--- config.mk ---
export PLATFORM = sky130hd
export DESIGN_NAME = spr_parser
export DESIGN_NICKNAME = d
export VERILOG_FILES = /design/src/spr_pkg.sv /design/src/spr_axil.sv /design/src/spr_parser.sv
export SDC_FILE = /design/constraint.sdc
export NUM_CORES = 1
export LEC_CHECK = 0
export CORE_MARGIN = 1
export CORE_UTILIZATION = 40
export CTS_CLUSTER_SIZE = 30
export DETAILED_ROUTE_END_ITERATION = 8
export DONT_BUFFER_PORTS = 1
export SYNTH_ARGS = -nofsm -noshare
export SYNTH_HDL_FRONTEND = slang
export SYNTH_SLANG_ARGS = --single-unit
export TNS_END_PERCENT = 30
--- constraint.sdc ---
create_clock -name aclk -period 3.24 [get_ports aclk]
set_input_delay 0.162 -clock aclk [delete_from_list [all_inputs] [get_ports aclk]]
set_output_delay 0.162 -clock aclk [all_outputs]
set_load 0.02 [all_outputs]
--- src/spr_pkg.sv ---
// Operation
// - Frames are four bytes: instruction, input, output, address.
// - Characters are eight data bits, no parity, one stop bit.
// - Bit 7 is 0 in the first byte and 1 in the other three.
// - Bit 6 of the first byte: 0 host to device, 1 device to host.
// - Low six bits of byte one are the instruction code, echoed back.
// - Low seven bits of byte two are the input parameter.
// - Low seven bits of byte three are the output parameter.
// - Byte four: bit 6 override, bit 5 ignored, bits 4..0 address.
// - Override makes every unit execute; only the matching unit replies.
// - Code 2C opens or closes port 1..3 or all, forward or reply path; the code rejects opening all on the reply path.
// - Code 2D reads one port's state on the forward or reply path.
// - A valid command is echoed with the direction bit set.
// - Opening a forward port keeps other forward ports open.
// - Opening a reply port closes any other reply port.
// - Status reply repeats instruction and output; input holds state.
// - Bytes not starting a 2C or 2D command go to the open forward ports.
// - A recognised start collects three bytes; runs if addressed or if the override bit is set.
// - Frame 2C 80 80 81 is answered with 6C 80 80 81.
`default_nettype none
package spr_pkg;
  localparam int unsigned SPR_NPORT = 3;
  localparam int unsigned SPR_AW = 8;
  localparam int unsigned SPR_DW = 32;
  localparam int unsigned SPR_FRAME_BYTES = 4;

  // frame bit positions
  localparam int unsigned SPR_SYNC_BIT = 7;
  localparam int unsigned SPR_DIR_BIT = 6;
  localparam int unsigned SPR_OVR_BIT = 6;
  localparam int unsigned SPR_PATH_BIT = 6;

  localparam logic [5:0] SPR_OP_SET = 6'h2c;
  localparam logic [5:0] SPR_OP_GET = 6'h2d;
  localparam logic [6:0] SPR_ARG_CLOSE = 7'h00;
  localparam logic [6:0] SPR_ARG_OPEN = 7'h01;
  localparam logic [5:0] SPR_PORT_ALL = 6'h00;

  // register byte offsets and field bit positions
  localparam logic [SPR_AW-1:0] SPR_CFG_OFS = 8'h00;
  localparam logic [SPR_AW-1:0] SPR_PORT_OFS = 8'h04;
  localparam logic [SPR_AW-1:0] SPR_STAT_OFS = 8'h08;
  localparam logic [SPR_AW-1:0] SPR_LAST_OFS = 8'h0c;
  localparam int unsigned SPR_REPSEL_LSB = 8;
  localparam int unsigned SPR_DROP_LSB = 16;

  // values after reset
  localparam logic [4:0] SPR_UNIT_RST = 5'h01;
  localparam logic [SPR_NPORT-1:0] SPR_FWD_RST = 3'h7;
  localparam logic [SPR_NPORT-1:0] SPR_REP_RST = 3'h1;

  localparam logic [1:0] SPR_RESP_OKAY = 2'h0;
  localparam logic [1:0] SPR_RESP_SLVERR = 2'h2;

  typedef struct packed {
    logic [7:0] instr;
    logic [7:0] inp;
    logic [7:0] outp;
    logic [7:0] addr;
  } spr_frame_s;

  typedef enum logic [0:0] {SPR_HUNT, SPR_COLLECT} spr_state_e;
endpackage
`default_nettype wire

--- src/spr_axil.sv ---
`default_nettype none
module spr_axil (
  input wire logic aclk,
  input wire logic aresetn,
  input wire logic [spr_pkg::SPR_AW-1:0] s_axil_awaddr,
  input wire logic s_axil_awvalid,
  output logic s_axil_awready,
  input wire logic [spr_pkg::SPR_DW-1:0] s_axil_wdata,
  input wire logic [3:0] s_axil_wstrb,
  input wire logic s_axil_wvalid,
  output logic s_axil_wready,
  output logic [1:0] s_axil_bresp,
  output logic s_axil_bvalid,
  input wire logic s_axil_bready,
  input wire logic [spr_pkg::SPR_AW-1:0] s_axil_araddr,
  input wire logic s_axil_arvalid,
  output logic s_axil_arready,
  output logic [spr_pkg::SPR_DW-1:0] s_axil_rdata,
  output logic [1:0] s_axil_rresp,
  output logic s_axil_rvalid,
  input wire logic s_axil_rready,
  output logic wr_en,
  output logic [spr_pkg::SPR_AW-1:0] wr_addr,
  output logic [spr_pkg::SPR_DW-1:0] wr_data,
  output logic [3:0] wr_strb,
  input wire logic wr_err,
  output logic [spr_pkg::SPR_AW-1:0] rd_addr,
  input wire logic [spr_pkg::SPR_DW-1:0] rd_data,
  input wire logic rd_err
);
  import spr_pkg::*;

  typedef struct packed {
    logic aw_hold;
    logic w_hold;
    logic [SPR_AW-1:0] awaddr;
    logic [SPR_DW-1:0] wdata;
    logic [3:0] wstrb;
    logic awready;
    logic wready;
    logic bvalid;
    logic [1:0] bresp;
    logic arready;
    logic rvalid;
    logic [1:0] rresp;
    logic [SPR_DW-1:0] rdata;
    logic wr_en;
  } spr_axil_s;

  spr_axil_s r, n;

  always_comb begin
    n = r;
    n.wr_en = 1'b0;
    if (s_axil_awvalid && r.awready) begin
      n.aw_hold = 1'b1;
      n.awaddr = s_axil_awaddr;
    end
    if (s_axil_wvalid && r.wready) begin
      n.w_hold = 1'b1;
      n.wdata = s_axil_wdata;
      n.wstrb = s_axil_wstrb;
    end
    if (r.bvalid && s_axil_bready) begin
      n.bvalid = 1'b0;
    end
    // wr_err is decoded from the held address, stable while both halves wait
    if (r.aw_hold && r.w_hold) begin
      n.aw_hold = 1'b0;
      n.w_hold = 1'b0;
      n.wr_en = 1'b1;
      n.bvalid = 1'b1;
      n.bresp = wr_err ? SPR_RESP_SLVERR : SPR_RESP_OKAY;
    end
    if (r.rvalid && s_axil_rready) begin
      n.rvalid = 1'b0;
    end
    if (s_axil_arvalid && r.arready) begin
      n.rvalid = 1'b1;
      n.rdata = rd_err ? '0 : rd_data;
      n.rresp = rd_err ? SPR_RESP_SLVERR : SPR_RESP_OKAY;
    end
    // one write and one read in flight; ready drops until the answer is taken
    n.awready = !n.aw_hold && !n.bvalid && !(r.aw_hold && r.w_hold);
    n.wready = !n.w_hold && !n.bvalid && !(r.aw_hold && r.w_hold);
    n.arready = !n.rvalid;
  end

  always_ff @(posedge aclk) begin
    if (!aresetn) begin
      r <= '0;
    end else begin
      r <= n;
    end
  end

  assign s_axil_awready = r.awready;
  assign s_axil_wready = r.wready;
  assign s_axil_bvalid = r.bvalid;
  assign s_axil_bresp = r.bresp;
  assign s_axil_arready = r.arready;
  assign s_axil_rvalid = r.rvalid;
  assign s_axil_rresp = r.rresp;
  assign s_axil_rdata = r.rdata;
  assign wr_en = r.wr_en;
  assign wr_addr = r.awaddr;
  assign wr_data = r.wdata;
  assign wr_strb = r.wstrb;
  assign rd_addr = s_axil_araddr;
endmodule
`default_nettype wire

--- src/spr_parser.sv ---
// Decided for this implementation: the register offsets and the AXI4-Lite slave port.
`default_nettype none
module spr_parser #(
  parameter int unsigned NPORT = spr_pkg::SPR_NPORT
) (
  input wire logic aclk,
  input wire logic aresetn,
  input wire logic [spr_pkg::SPR_AW-1:0] s_axil_awaddr,
  input wire logic s_axil_awvalid,
  output logic s_axil_awready,
  input wire logic [spr_pkg::SPR_DW-1:0] s_axil_wdata,
  input wire logic [3:0] s_axil_wstrb,
  input wire logic s_axil_wvalid,
  output logic s_axil_wready,
  output logic [1:0] s_axil_bresp,
  output logic s_axil_bvalid,
  input wire logic s_axil_bready,
  input wire logic [spr_pkg::SPR_AW-1:0] s_axil_araddr,
  input wire logic s_axil_arvalid,
  output logic s_axil_arready,
  output logic [spr_pkg::SPR_DW-1:0] s_axil_rdata,
  output logic [1:0] s_axil_rresp,
  output logic s_axil_rvalid,
  input wire logic s_axil_rready,
  input wire logic rx_valid,
  input wire logic [7:0] rx_data,
  output logic tx_valid,
  output logic [7:0] tx_data,
  input wire logic tx_ready,
  output logic [NPORT-1:0] fwd_valid,
  output logic [7:0] fwd_data,
  input wire logic [NPORT-1:0] ret_valid,
  input wire logic [NPORT-1:0][7:0] ret_data,
  output logic [NPORT-1:0] fwd_mask,
  output logic [NPORT-1:0] rep_sel
);
  import spr_pkg::*;

  typedef struct packed {
    spr_state_e st;
    logic [1:0] cnt;
    spr_frame_s rx_frm;
    logic [NPORT-1:0] fwd_mask;
    logic [NPORT-1:0] rep_sel;
    logic [4:0] unit;
    spr_frame_s last;
    logic [15:0] exec_cnt;
    logic [15:0] drop_cnt;
    spr_frame_s tx_frm;
    logic [2:0] tx_left;
    logic tx_valid;
    logic [7:0] tx_data;
    logic [NPORT-1:0] fwd_valid;
    logic [7:0] fwd_data;
  } spr_core_s;

  localparam logic [NPORT-1:0] ALL_PORTS = {NPORT{1'b1}};

  spr_core_s r, n;

  logic wr_en;
  logic [SPR_AW-1:0] wr_addr;
  logic [SPR_DW-1:0] wr_data;
  logic [3:0] wr_strb;
  logic wr_err;
  logic [SPR_AW-1:0] rd_addr;
  logic [SPR_DW-1:0] rd_data;
  logic rd_err;

  spr_axil u_axil (
    .aclk(aclk),
    .aresetn(aresetn),
    .s_axil_awaddr(s_axil_awaddr),
    .s_axil_awvalid(s_axil_awvalid),
    .s_axil_awready(s_axil_awready),
    .s_axil_wdata(s_axil_wdata),
    .s_axil_wstrb(s_axil_wstrb),
    .s_axil_wvalid(s_axil_wvalid),
    .s_axil_wready(s_axil_wready),
    .s_axil_bresp(s_axil_bresp),
    .s_axil_bvalid(s_axil_bvalid),
    .s_axil_bready(s_axil_bready),
    .s_axil_araddr(s_axil_araddr),
    .s_axil_arvalid(s_axil_arvalid),
    .s_axil_arready(s_axil_arready),
    .s_axil_rdata(s_axil_rdata),
    .s_axil_rresp(s_axil_rresp),
    .s_axil_rvalid(s_axil_rvalid),
    .s_axil_rready(s_axil_rready),
    .wr_en(wr_en),
    .wr_addr(wr_addr),
    .wr_data(wr_data),
    .wr_strb(wr_strb),
    .wr_err(wr_err),
    .rd_addr(rd_addr),
    .rd_data(rd_data),
    .rd_err(rd_err)
  );

  // register decode; only the configuration word is writable, writes to
  // the read-only words are accepted and ignored
  always_comb begin
    wr_err = !(wr_addr == SPR_CFG_OFS || wr_addr == SPR_PORT_OFS ||
               wr_addr == SPR_STAT_OFS || wr_addr == SPR_LAST_OFS);
    rd_err = 1'b0;
    rd_data = '0;
    if (rd_addr == SPR_CFG_OFS) begin
      rd_data = 32'(r.unit);
    end else if (rd_addr == SPR_PORT_OFS) begin
      rd_data = 32'(r.fwd_mask) | (32'(r.rep_sel) << SPR_REPSEL_LSB);
    end else if (rd_addr == SPR_STAT_OFS) begin
      rd_data = 32'(r.exec_cnt) | (32'(r.drop_cnt) << SPR_DROP_LSB);
    end else if (rd_addr == SPR_LAST_OFS) begin
      rd_data = r.last;
    end else begin
      rd_err = 1'b1;
    end
  end

  logic is_start;
  logic do_exec;
  spr_frame_s frm;
  spr_frame_s rep;
  logic match;
  logic act;
  logic ok;
  logic rx_path;
  logic [5:0] port;
  logic port_ok;
  logic [NPORT-1:0] sel;
  logic [NPORT-1:0] tgt;
  logic opening;
  logic state_bit;
  logic tx_free;
  logic ret_hit;
  logic ret_took;
  logic [7:0] ret_byte;

  always_comb begin
    n = r;
    n.fwd_valid = '0;
    do_exec = 1'b0;
    frm = r.rx_frm;
    rep = r.rx_frm;
    match = 1'b0;
    act = 1'b0;
    ok = 1'b0;
    opening = 1'b0;
    state_bit = 1'b0;
    ret_took = 1'b0;
    ret_byte = '0;
    ret_hit = 1'b0;

    if (wr_en && wr_addr == SPR_CFG_OFS && wr_strb[0]) begin
      n.unit = wr_data[4:0];
    end

    // a start byte has bit 7 clear, direction from host and a known code
    is_start = !rx_data[SPR_SYNC_BIT] && !rx_data[SPR_DIR_BIT] &&
               (rx_data[5:0] == SPR_OP_SET ||
                rx_data[5:0] == SPR_OP_GET);

    if (rx_valid) begin
      if (r.st == SPR_COLLECT && rx_data[SPR_SYNC_BIT]) begin
        unique case (r.cnt)
          2'h0: n.rx_frm.inp = rx_data;
          2'h1: n.rx_frm.outp = rx_data;
          default: begin
            n.rx_frm.addr = rx_data;
            do_exec = 1'b1;
            n.st = SPR_HUNT;
          end
        endcase
        n.cnt = r.cnt + 2'h1;
      end else if (is_start) begin
        // a fresh start also abandons any half-collected frame
        n.rx_frm.instr = rx_data;
        n.cnt = 2'h0;
        n.st = SPR_COLLECT;
      end else begin
        // plain traffic, or a bit-7-clear byte that cut a frame short
        n.st = SPR_HUNT;
        n.fwd_valid = r.fwd_mask;
        n.fwd_data = rx_data;
      end
    end

    frm = {r.rx_frm.instr, r.rx_frm.inp, r.rx_frm.outp, rx_data};
    port = frm.outp[5:0];
    rx_path = frm.outp[SPR_PATH_BIT];
    port_ok = (32'(port) <= NPORT);
    for (int i = 0; i < NPORT; i++) begin
      sel[i] = (port == 6'(i + 1));
    end
    tgt = (port == SPR_PORT_ALL) ? ALL_PORTS : sel;
    state_bit = |((rx_path ? r.rep_sel : r.fwd_mask) & sel);
    rep = frm;
    rep.instr[SPR_DIR_BIT] = 1'b1;

    if (do_exec) begin
      match = (frm.addr[4:0] == r.unit);
      act = match || frm.addr[SPR_OVR_BIT];
      opening = (frm.inp[6:0] == SPR_ARG_OPEN);
      if (frm.instr[5:0] == SPR_OP_SET) begin
        // opening "all" on the reply path would break the single-reply
        // guarantee, so it is treated as unsupported
        ok = (frm.inp[6:0] == SPR_ARG_CLOSE || opening) && port_ok &&
             !(rx_path && opening && port == SPR_PORT_ALL);
        if (act && ok) begin
          if (!rx_path && opening) begin
            n.fwd_mask = r.fwd_mask | tgt;
          end else if (!rx_path) begin
            n.fwd_mask = r.fwd_mask & ~tgt;
          end else if (opening) begin
            n.rep_sel = sel;
          end else begin
            n.rep_sel = r.rep_sel & ~tgt;
          end
        end
      end else begin
        ok = port_ok && port != SPR_PORT_ALL;
        rep.inp = {1'b1, 6'h00, state_bit};
      end
      if (act && ok) begin
        n.exec_cnt = r.exec_cnt + 16'h0001;
        n.last = frm;
      end
      if (match && ok) begin
        // a reply that finds the previous one still going out is lost
        if (r.tx_left == 3'h0) begin
          n.tx_frm = rep;
          n.tx_left = 3'(SPR_FRAME_BYTES);
        end else begin
          n.drop_cnt = r.drop_cnt + 16'h0001;
        end
      end
    end

    // transmit side: own replies first, then the selected return path
    tx_free = !r.tx_valid || tx_ready;
    if (r.tx_valid && tx_ready) begin
      n.tx_valid = 1'b0;
    end
    for (int i = 0; i < NPORT; i++) begin
      if (ret_valid[i] && r.rep_sel[i]) begin
        ret_hit = 1'b1;
        ret_byte = ret_data[i];
      end
    end
    if (tx_free) begin
      if (n.tx_left != 3'h0) begin
        n.tx_valid = 1'b1;
        n.tx_data = n.tx_frm.instr;
        n.tx_frm = spr_frame_s'({n.tx_frm[23:0], 8'h00});
        n.tx_left = n.tx_left - 3'h1;
      end else if (ret_hit) begin
        n.tx_valid = 1'b1;
        n.tx_data = ret_byte;
        ret_took = 1'b1;
      end
    end
    // no buffering on the return path: a byte that cannot go is counted, except in a cycle that already counted a dropped reply
    if (ret_hit && !ret_took && n.drop_cnt == r.drop_cnt) begin
      n.drop_cnt = r.drop_cnt + 16'h0001;
    end
  end

  always_ff @(posedge aclk) begin
    if (!aresetn) begin
      r <= '0;
      r.st <= SPR_HUNT;
      r.unit <= SPR_UNIT_RST;
      r.fwd_mask <= NPORT'(SPR_FWD_RST);
      r.rep_sel <= NPORT'(SPR_REP_RST);
    end else begin
      r <= n;
    end
  end

  // character framing lives in the serial front end outside
  assign tx_valid = r.tx_valid;
  assign tx_data = r.tx_data;
  assign fwd_valid = r.fwd_valid;
  assign fwd_data = r.fwd_data;
  assign fwd_mask = r.fwd_mask;
  assign rep_sel = r.rep_sel;
endmodule
`default_nettype wire

==> run metrics, run 1 <==
WL final=24.9 mm; Final Setup Violations=0; RSZ-0062 raised after global routing=false; grt total ovfl=0; Setup Skew=0.0165 ns; Fin Setup TNS=0 ns; global-route wire length before repair=39.1 mm; layout cell share with drive strength beyond 1=8.13%; largest net degree at the start of global routing=68; clock latency on the worst-skew pair=0.53 ns; Yosys reg bits=213; Setup crit start kind=flop; slowest cell delay on critical path=0.53 ns; P per Cell Area=594 nW/um^2; Post-synth EDFFs=0; critical setup path kind=reg2reg; R2R Path Start=r[162]; drt pass-1 iters=6; row count=55; Final GP Congestion=0.849; Avg Synthesized Cell Area=8.37 um^2; Worst VDD drop=353 uV; detailed-route via count=7748; CP max FO=14; sw frac=26.9%; outcome=finished clean; vias in the first global route=7088; Nets=1194; CP Cell Sequence=inv_1 > ha_1 > nor2_1 > nand3_2 > a211oi_4 > a41oi_1 > ha_1 > a21oi_1 > and3_1 > a31oi_2 > or4_1 > a21oi_1; actual slew at the worst max-slew pin=0.823 ns; max frequency=334 MHz; H-tree levels=1; worst hold path type=in2reg; Async SR Flop Fraction=0%; clock sink count=213; Final min period=3.00 ns; leading area contributor after synthesis=dfxtp_1; die area=24200 um^2; Synth Instances=1127; Netlist Area Pre-Place=9440 um^2; drt drc=0; CTS tree=yes; total track usage=20.4%; Clk pwr share=43.0%; drt initial violations=610; core area=22900 um^2; Top FF cell, synth=dfxtp_1; Area contributors post-synth=dfxtp_1 45%, nand2_1 8.6%, a21oi_1 6.3%; CP Launch Point=r[162]; synthesis-to-layout area growth=12.3%; final-report hold violation count=0; Clock Tree Root=clkbuf_16; combinational share of power=11.9%; worst setup margin=0.243 ns; reg2reg setup slack=0.24 ns; Seq/Total Area, Yosys=45.2%; pre-CTS WS=0.163 ns; DP Cell Count=1332; die height=156 um; LEAKAGE=3.72 nW; Net Sw Power=1.69 mW; period utilisation layout=92.5%; # IOs=163; antenna violations before repair=1; clk slew on worst S/H paths=0.06 ns; Port Buf Inserts=0; Netlist cell types=67; Post-CTS Setup Repair Bufs=0; Max Cap Viol=0; routed len/inst=17.6 um; CP arrival=3.46 ns; DRT antenna net count=0; Num CTS Buffers=24; Hold Crit Start=s_axil_awvalid; WP data required=3.70 ns; Worst slew margin=44.9%; post-DP HPWL=16.0 mm; crit path max-delay cell type=or4_1; Post-Layout Cell Count=1421; Starting Density=41.2%; Seq pwr share=45.1%; Critical Path Sink Type=flop; Pint=4.61 mW; CTS Buffer Depth=3; Synth Warn #=0; Die X=156 um; vias per inst=5.45; max-slew violations=0; final design utilization=46.2%; Synth top area share=45.2%; fill count=2204
## routing by layer
layer  vias up  GRT usage (%)  part of all wire, %
li1       3831              -                    -
met1      3690           28.5                   47
met2       193           31.9                   45
met3        34           3.92                  6.0
met4         0           5.65                  2.3
met5         -              0                    0
## worst max-delay path, delay by kind of cell (launching register included)
family                   cells  cell delay, ns
AO/OA/AOI/OAI                5            0.95
flip-flops                   1            0.35
adder cells (fa/ha/maj)      2            0.51
buffers and inverters        1            0.06
AND/OR/NAND/NOR              4            1.07
## Yosys cell counts (3+ instances only)
master    instances
o21a_1            7
o21ai_0          36
a22oi_1          11
or4_1             5
o22ai_1           6
o31ai_1           3
or3_1            13
xnor2_1          20
a222oi_1          9
and3_1           23
xor2_1            3
buf_2            10
nor2b_1           5
and2_1           11
clkbuf_1         58
nor3b_1           3
nor2_1           78
mux2_2            4
nor4b_1           3
a21boi_0          5
inv_1            10
mux2i_1          28
a211oi_1          7
dfxtp_1         213
a221oi_1          8
o221ai_1         16
mux4_2            4
a31oi_1           3
nand4_1           9
buf_4            61
nor3_1           22
a311oi_1          4
buf_1             4
nand2b_1          9
ha_1              7
nand2_1         215
nor4_1           10
nand3_1          32
a21oi_1         119
## cells in the final DEF, fill, tap and decap left out, types with 6 or more instances in the layout
cell           synthesis  routed
o21ai_0               36      35
and3_1                23      23
clkbuf_16              0      24
dfxtp_1              213     213
mux2i_1               28      28
nor4_1                10      10
o22ai_1                6       6
nand2_1              215     215
nand2b_1               9       9
a22oi_1               11      11
a221oi_1               8       8
buf_4                 61      21
o21a_1                 7       7
inv_1                 10      10
or3_1                 13      13
o221ai_1              16      16
nor3_1                22      22
and2_1                11      11
dlygate4sd3_1          0      45
clkinv_2               0       6
xnor2_1               20      20
a222oi_1               9       9
nand3_1               32      32
a211oi_1               7       7
a21oi_1              119     119
nand4_1                9       9
ha_1                   7       7
nor2_1                78      78
## path summary, 6_finish.rpt
path | end | depth (start not counted)
setup / recovery | r[70] | 12
hold / removal | u_axil.wr_addr[5] | 3
setup reg to reg | r[70] | 12
hold reg to reg | u_axil.wr_addr[6] | 2
## state kept, by name, summed over array words and instances (netlist names), named ones only
| signal | flops |
|---|---|
| frm | 24 |
| fwd_data | 8 |
| fwd_valid | 3 |
| r | 107 |
| rep_sel | 3 |
| tx_data | 8 |
| tx_valid | 1 |
| u_axil.r | 2 |
| u_axil.s_axil_arready | 1 |
| u_axil.s_axil_awready | 1 |
| u_axil.s_axil_bresp | 1 |
| u_axil.s_axil_bvalid | 1 |
| u_axil.s_axil_rdata | 32 |
| u_axil.s_axil_rresp | 1 |
| u_axil.s_axil_rvalid | 1 |
| u_axil.s_axil_wready | 1 |
| u_axil.wr_addr | 8 |
| u_axil.wr_data | 5 |
| u_axil.wr_en | 1 |
| u_axil.wr_strb | 1 |
## power by group through the flow
| stage | Clock, mW | Combinational (mW) | Sequential (mW) |
|---|---|---|---|
| after floorplan | 0 | 0.626 | 2.82 |
| after CTS | 2.77 | 0.748 | 2.84 |
| after detailed placement | 0 | 0.672 | 2.90 |
| after global placement | 0 | 0.669 | 2.90 |
| after global routing | 2.89 | 0.834 | 2.85 |
| final | 2.71 | 0.751 | 2.84 |
## logic make-up (layout without fill, tap and decap cells)
family | count (synthesis) | after routing | synth area share, %
other | 1 | 3 | 0.0397
multiplexers | 36 | 36 | 4.40
adder cells (fa/ha/maj) | 7 | 7 | 0.928
flip-flops | 213 | 213 | 45.2
AND/OR/NAND/NOR | 451 | 451 | 22.2
AO/OA/AOI/OAI | 251 | 251 | 16.8
XOR/XNOR | 23 | 23 | 2.13
buffers and inverters | 145 | 124 | 8.33
## stage by stage
stage               power (mW)  hold slack [ns]  instance area, um^2
floorplan                 3.45            0.298                 9440
global route              6.58           0.0191                10600
global placement          3.56            0.248                 9320
detailed placement        3.57            0.248                 9320
finish                    6.30           0.0218                10600
CTS                       6.36          0.00292                10600
## layout make-up
class | count | area [um^2] | share of cell area, %
Multi-Input combinational cell | 770 | 4400 | 41.6
Clock buffer | 30 | 663 | 6.26
Tap cell | 313 | 392 | 3.70
Clock inverter | 12 | 129 | 1.22
Inverter | 12 | 47.5 | 0.449
Antenna cell | 1 | 2.50 | 0.0236
Sequential cell | 213 | 4260 | 40.2
Timing Repair Buffer | 70 | 696 | 6.57
## what timing repair did
action                                 in CTS  in global routing
endpoints found under the hold margin     127                  0
resized for setup                           0                  1
setup endpoints to repair                   0                  7
hold buffers                               46                  0
(Power assumes the default switching activity.)
==> run 2: changes to the inputs <==
--- a/config.mk
+++ b/config.mk
@@ -6,10 +6,11 @@
 export NUM_CORES = 1
 export LEC_CHECK = 0
 export CORE_MARGIN = 1
-export CORE_UTILIZATION = 40
+export CORE_UTILIZATION = 62
 export CTS_CLUSTER_SIZE = 30
 export DETAILED_ROUTE_END_ITERATION = 8
 export DONT_BUFFER_PORTS = 1
+export PLACE_DENSITY = 0.78
 export SYNTH_ARGS = -nofsm -noshare
 export SYNTH_HDL_FRONTEND = slang
 export SYNTH_SLANG_ARGS = --single-unit
==> run 2 against run 1 <==
Effect of this change: the run now ends with design-rule violations left; maximum frequency is 0.19% higher; core utilization is 24 points higher; global-route usage rose by 9.1 points; final area down 2.9%; setup slack better by 0.0058 ns; power shrank 2.7%; register-to-register slack barely moved; sequential power is essentially flat; clock skew decreased by 0.0040 ns; flip-flop and latch count did not move; hold slack got worse by 0.018 ns; highest routed layer unchanged.
==> run metrics, run 2 (synthesis gave the netlist of run 1 again) <==
Hold Crit Start=s_axil_araddr[3]; final-report hold violation count=0; Worst VDD drop=459 uV; period utilisation layout=92.3%; Clock Tree Root=clkbuf_16; LEAKAGE=3.65 nW; met2 GRT Util=47.7%; WL final=23.4 mm; Setup crit start kind=flop; CP Cell Sequence=xnor2_1 > nand3_1 > nor2_1 > a41oi_1 > ha_1 > a21oi_2 > and3_1 > a31oi_2 > or4_1 > a21oi_1; crit path max-delay cell type=or4_1; row count=44; Setup Skew=0.0126 ns; Final min period=2.99 ns; Worst slew margin=32.7%; Max Cap Viol=0; max frequency=334 MHz; Die X=125 um; worst hold path type=in2reg; Most flops, register=r; core area=14700 um^2; die area=15700 um^2; DRT antenna net count=0; grt met1 use=38.7%; Design Power=6.13 mW; gr busiest metal=met2; Crit. path cell count=10; Num CTS Buffers=22; drt drc=16; die height=125 um; most frequent cells in the layout=215 x nand2_1, 213 x dfxtp_1, 118 x a21oi_1; R2R cell count=10; final design utilization=70.0%; max-slew violations=0; vias in the first global route=7557; H-tree levels=1; max FFs per register=107; # IOs=163; drt initial violations=803; cell family with most CP delay=simple AND/OR/NAND/NOR gates; R2R Path Start=r[122]; Final GP Congestion=0.901; largest net degree at the start of global routing=84; vias per inst=6.19; total track usage=29.5%; most common cell after layout, fill and taps aside=nand2_1; Port Buf Inserts=0; Post-CTS Setup Repair Bufs=0; outcome=finished with violations; CP arrival=3.42 ns; drt pass-1 iters=9; Nets=1186; Critical Path Sink Type=flop; routed len/inst=18.2 um; Starting Density=64.2%; reg2reg setup slack=0.25 ns; CP max FO=14; violated checks=design-rule violations; detailed-route via count=7944; CTS tree=yes; CP Launch Point=r[122]; antenna violations before repair=0; critical setup path kind=reg2reg; layout cell share with drive strength beyond 1=8.10%; WP data required=3.67 ns; r2r endpoint=r[70]; met3 usage=6.42%; Worst Path Buf+Inv=0; clock sink count=213; P per Cell Area=596 nW/um^2; CTS Buffer Depth=3; fill count=1153; slowest cell delay on critical path=0.55 ns; synthesis-to-layout area growth=9.06%; crit path to=r[70]; actual slew at the worst max-slew pin=1.01 ns; global-route wire length before repair=37.9 mm; clk slew on worst S/H paths=0.06 ns; clock latency on the worst-skew pair=0.50 ns; Final Setup Violations=0; grt total ovfl=0; post-DP HPWL=14.7 mm
run 2: worst min path at each step:
stage	to	slack [ns]	cells after the start
2_1_floorplan	u_axil.wr_addr[4]	0.30	2
3_3_place_gp	flop	0.24	1
3_5_place_dp	flop	0.24	1
4_1_cts	u_axil.s_axil_rdata[4]	0.004	4
5_1_grt	u_axil.s_axil_rdata[0]	0.02	3
6_report	u_axil.s_axil_rdata[0]	0.004	3
run 2: per-layer routing:
layer,up-vias,routed length [um]
met5,-,0
met2,309,10800
li1,3815,-
met4,0,720
met3,56,1860
met1,3764,9990
run 2: worst reg2reg max path: stages (launching register included):
cell     delay [ns]
dfxtp_1        0.39
xnor2_1        0.14
nand3_1        0.17
nor2_1         0.45
a41oi_1        0.26
ha_1           0.31
a21oi_2        0.20
and3_1         0.20
a31oi_2        0.11
or4_1          0.56
a21oi_1        0.14
run 2: stage by stage:
stage                     setup TNS, ns  cells  hold slack [ns]  worst slack, ns  instance area (um^2)
after floorplan                       0   1128            0.298            0.267                  9440
after global placement                0   1205            0.236            0.228                  9130
after detailed placement              0   1205            0.243           0.0959                  9130
after CTS                             0   1283          0.00445           0.0817                 10300
after global routing           -0.00965   1283           0.0179         -0.00965                 10300
final                                 0   1284          0.00372            0.249                 10300
run 2: repair_timing:
item                                    in CTS  in global routing
gates resized for setup                      0                  2
hold buffers                                38                  0
endpoints found under the setup margin       0                  7
endpoints found under the hold margin      117                  0
run 2: area by class of cell:
cell class	count	area, um^2	share of cell area (%)
inverter	12	47.5	0.462
sequential	213	4260	41.4
timing repair buffer	64	586	5.69
multi-input combinational	770	4410	42.8
tap	184	230	2.24
antenna	1	2.50	0.0243
clock buffer	38	742	7.21
clock inverter	2	12.5	0.122
run 2: report_power, final:
part,switching (mW),internal [mW]
logic,0.471,0.275
registers,0.122,2.71
clock network,1.00,1.55
total,1.59,4.54
==> run 3: changes to the inputs <==
==> constraint.sdc (replaced) <==
create_clock -name aclk -period 2.9 [get_ports aclk]
set_input_delay 0.145 -clock aclk [delete_from_list [all_inputs] [get_ports aclk]]
set_output_delay 0.145 -clock aclk [all_outputs]
set_load 0.02 [all_outputs]
==> run 3 against run 2 <==
Effect of this change: the flow still finishes with violations (design-rule violations); routed wire length grew 0.73%; die area unchanged; first-iteration DRC count decreased by 5.6%; sequential share of layout area is 0.19 points lower; critical path depth up 3; flip-flop and latch count did not move; hold slack improved by 0.0071 ns; core utilization rose by 0.32 points; setup slack worse by 0.12 ns; power up 10%; register-to-register slack got worse by 0.12 ns; global-route usage decreased by 0.095 points; critical path type unchanged; largest power group unchanged.
==> run metrics, run 3 (synthesis gave the netlist of run 1 again) <==
outcome=finished with violations; violated checks=design-rule violations; WP data required=3.31 ns; Clock Tree Root=clkbuf_16; worst setup margin=0.129 ns; most frequent cells in the layout=215 x nand2_1, 213 x dfxtp_1, 118 x a21oi_1; LEAKAGE=3.67 nW; final-report hold violation count=0; WL final=23.5 mm; antenna violations before repair=0; Port Buf Inserts=0; vias in the first global route=7515; most common cell after layout, fill and taps aside=nand2_1; actual slew at the worst max-slew pin=0.918 ns; finished layout cell area=10300 um^2; period utilisation layout=95.5%; Worst Path Buf+Inv=2; P per Cell Area=655 nW/um^2; drt drc=5; grt met1 use=37.9%; Design Power=6.77 mW; met3 usage=5.26%; clk slew on worst S/H paths=0.06 ns; Pint=4.97 mW; Setup Skew=0.0162 ns; layout cell share with drive strength beyond 1=8.54%; # IOs=163; Clk pwr share=40.2%; CTS Buffer Depth=3; Max Cap Viol=0; row count=44; max-slew violations=0; Die X=125 um; max frequency=361 MHz; DRT antenna net count=0; die area=15700 um^2; pre-CTS WS=-0.00523 ns; Antenna Cells=0; CP Cell Sequence=inv_1 > ha_1 > nor2_2 > nand3_2 > a211oi_4 > a41oi_2 > ha_2 > a21oi_4 > and3_1 > a31oi_1 > buf_4 > or3_1 > a21oi_1; sw frac=26.6%; detailed-route via count=7992; slowest cell delay on critical path=0.35 ns; Final Setup Violations=0; CP max FO=7; Fin Setup TNS=0 ns; cell family with most CP delay=simple AND/OR/NAND/NOR gates; grt total ovfl=0; routed len/inst=18.3 um; Num CTS Buffers=22; Most flops, register=r; H-tree levels=1; Worst slew margin=38.8%; Net Sw Power=1.80 mW; Setup crit start kind=flop; Worst VDD drop=624 uV; max FFs per register=107; drt pass-1 iters=8; synthesis-to-layout area growth=9.56%; CP arrival=3.18 ns; clock latency on the worst-skew pair=0.50 ns; Nets=1191; Final min period=2.77 ns; worst hold path type=in2reg; gr busiest metal=met2; combinational share of power=12.9%; clock sink count=213; vias per inst=6.22; Starting Density=64.2%; Seq pwr share=46.9%; core area=14700 um^2; CTS tree=yes; drt initial violations=758; met2 GRT Util=50.0%; placed inst area=9160 um^2; Final GP Congestion=0.940; Hold WS=0.0108 ns; total track usage=29.4%; crit path max-delay cell type=dfxtp_1; post-DP HPWL=14.7 mm; largest net degree at the start of global routing=88; Critical Path Sink Type=flop; die height=125 um; global-route wire length before repair=37.6 mm; critical setup path kind=reg2reg
## run 3: cell count changes in the layout (fill, tap and decap cells not counted), moves of 2 or more
| cell | before | now |
|---|---|---|
| nor2_1 | 78 | 76 |
| nor2_2 | 1 | 3 |
| buf_12 | 1 | 3 |
| dlygate4sd3_1 | 37 | 40 |
| clkbuf_8 | 11 | 3 |
| a21boi_1 | 0 | 2 |
| a21boi_0 | 5 | 3 |
| clkinv_2 | 1 | 5 |
## run 3: final timing paths
| kind | start | end | slack, ns | cells past startpoint |
|---|---|---|---|---|
| max | r[162] | r[58] | 0.13 | 13 |
| min | s_axil_araddr[2] | u_axil.s_axil_rdata[1] | 0.01 | 3 |
| max reg2reg | r[162] | r[58] | 0.13 | 13 |
| min reg2reg | r[90] | r[90] | 0.45 | 2 |
## run 3: cell type report
class                           count  area [um^2]
Clock buffer                       30          632
Clock inverter                      7         63.8
Fill cell                        1177         4360
Inverter                           12         47.5
Multi-Input combinational cell    770         4440
Sequential cell                   213         4260
Tap cell                          184          230
Timing Repair Buffer               69          659
## run 3: timing repair
item / in CTS / in global routing
gates resized for setup: 1 / 12
cloned: 0 / 1
hold endpoints to repair: 121 / 0
pin swaps: 0 / 1
hold buffers: 41 / 0
setup buffers: 0 / 1
setup endpoints to repair: 6 / 47
## run 3: tightest hold or removal path, stage by stage
cell	delay, ns
mux4_2	0.19
a22oi_1	0.06
nor2_1	0.07
## run 3: per-layer routing
layer | part of all wire (%) | up-vias
li1 | - | 3811
met1 | 43 | 3797
met2 | 47 | 324
met3 | 7.2 | 60
met4 | 3.0 | 0
met5 | 0 | -
## run 3: through the flow
step	utilization, %	std cells
after global placement	62.3	1205
after global routing	70.3	1285
after detailed placement	62.3	1205
after CTS	69.9	1283
after floorplan	-	1128
final	70.3	1285
## run 3: power groups by stage
stage                     Clock (mW)  Sequential [mW]  Combinational, mW
final                           2.72             3.17              0.873
after global routing            2.86             3.18              0.950
after CTS                       2.75             3.17              0.837
after detailed placement           0             3.24              0.748
after global placement             0             3.23              0.726
after floorplan                    0             3.15              0.701
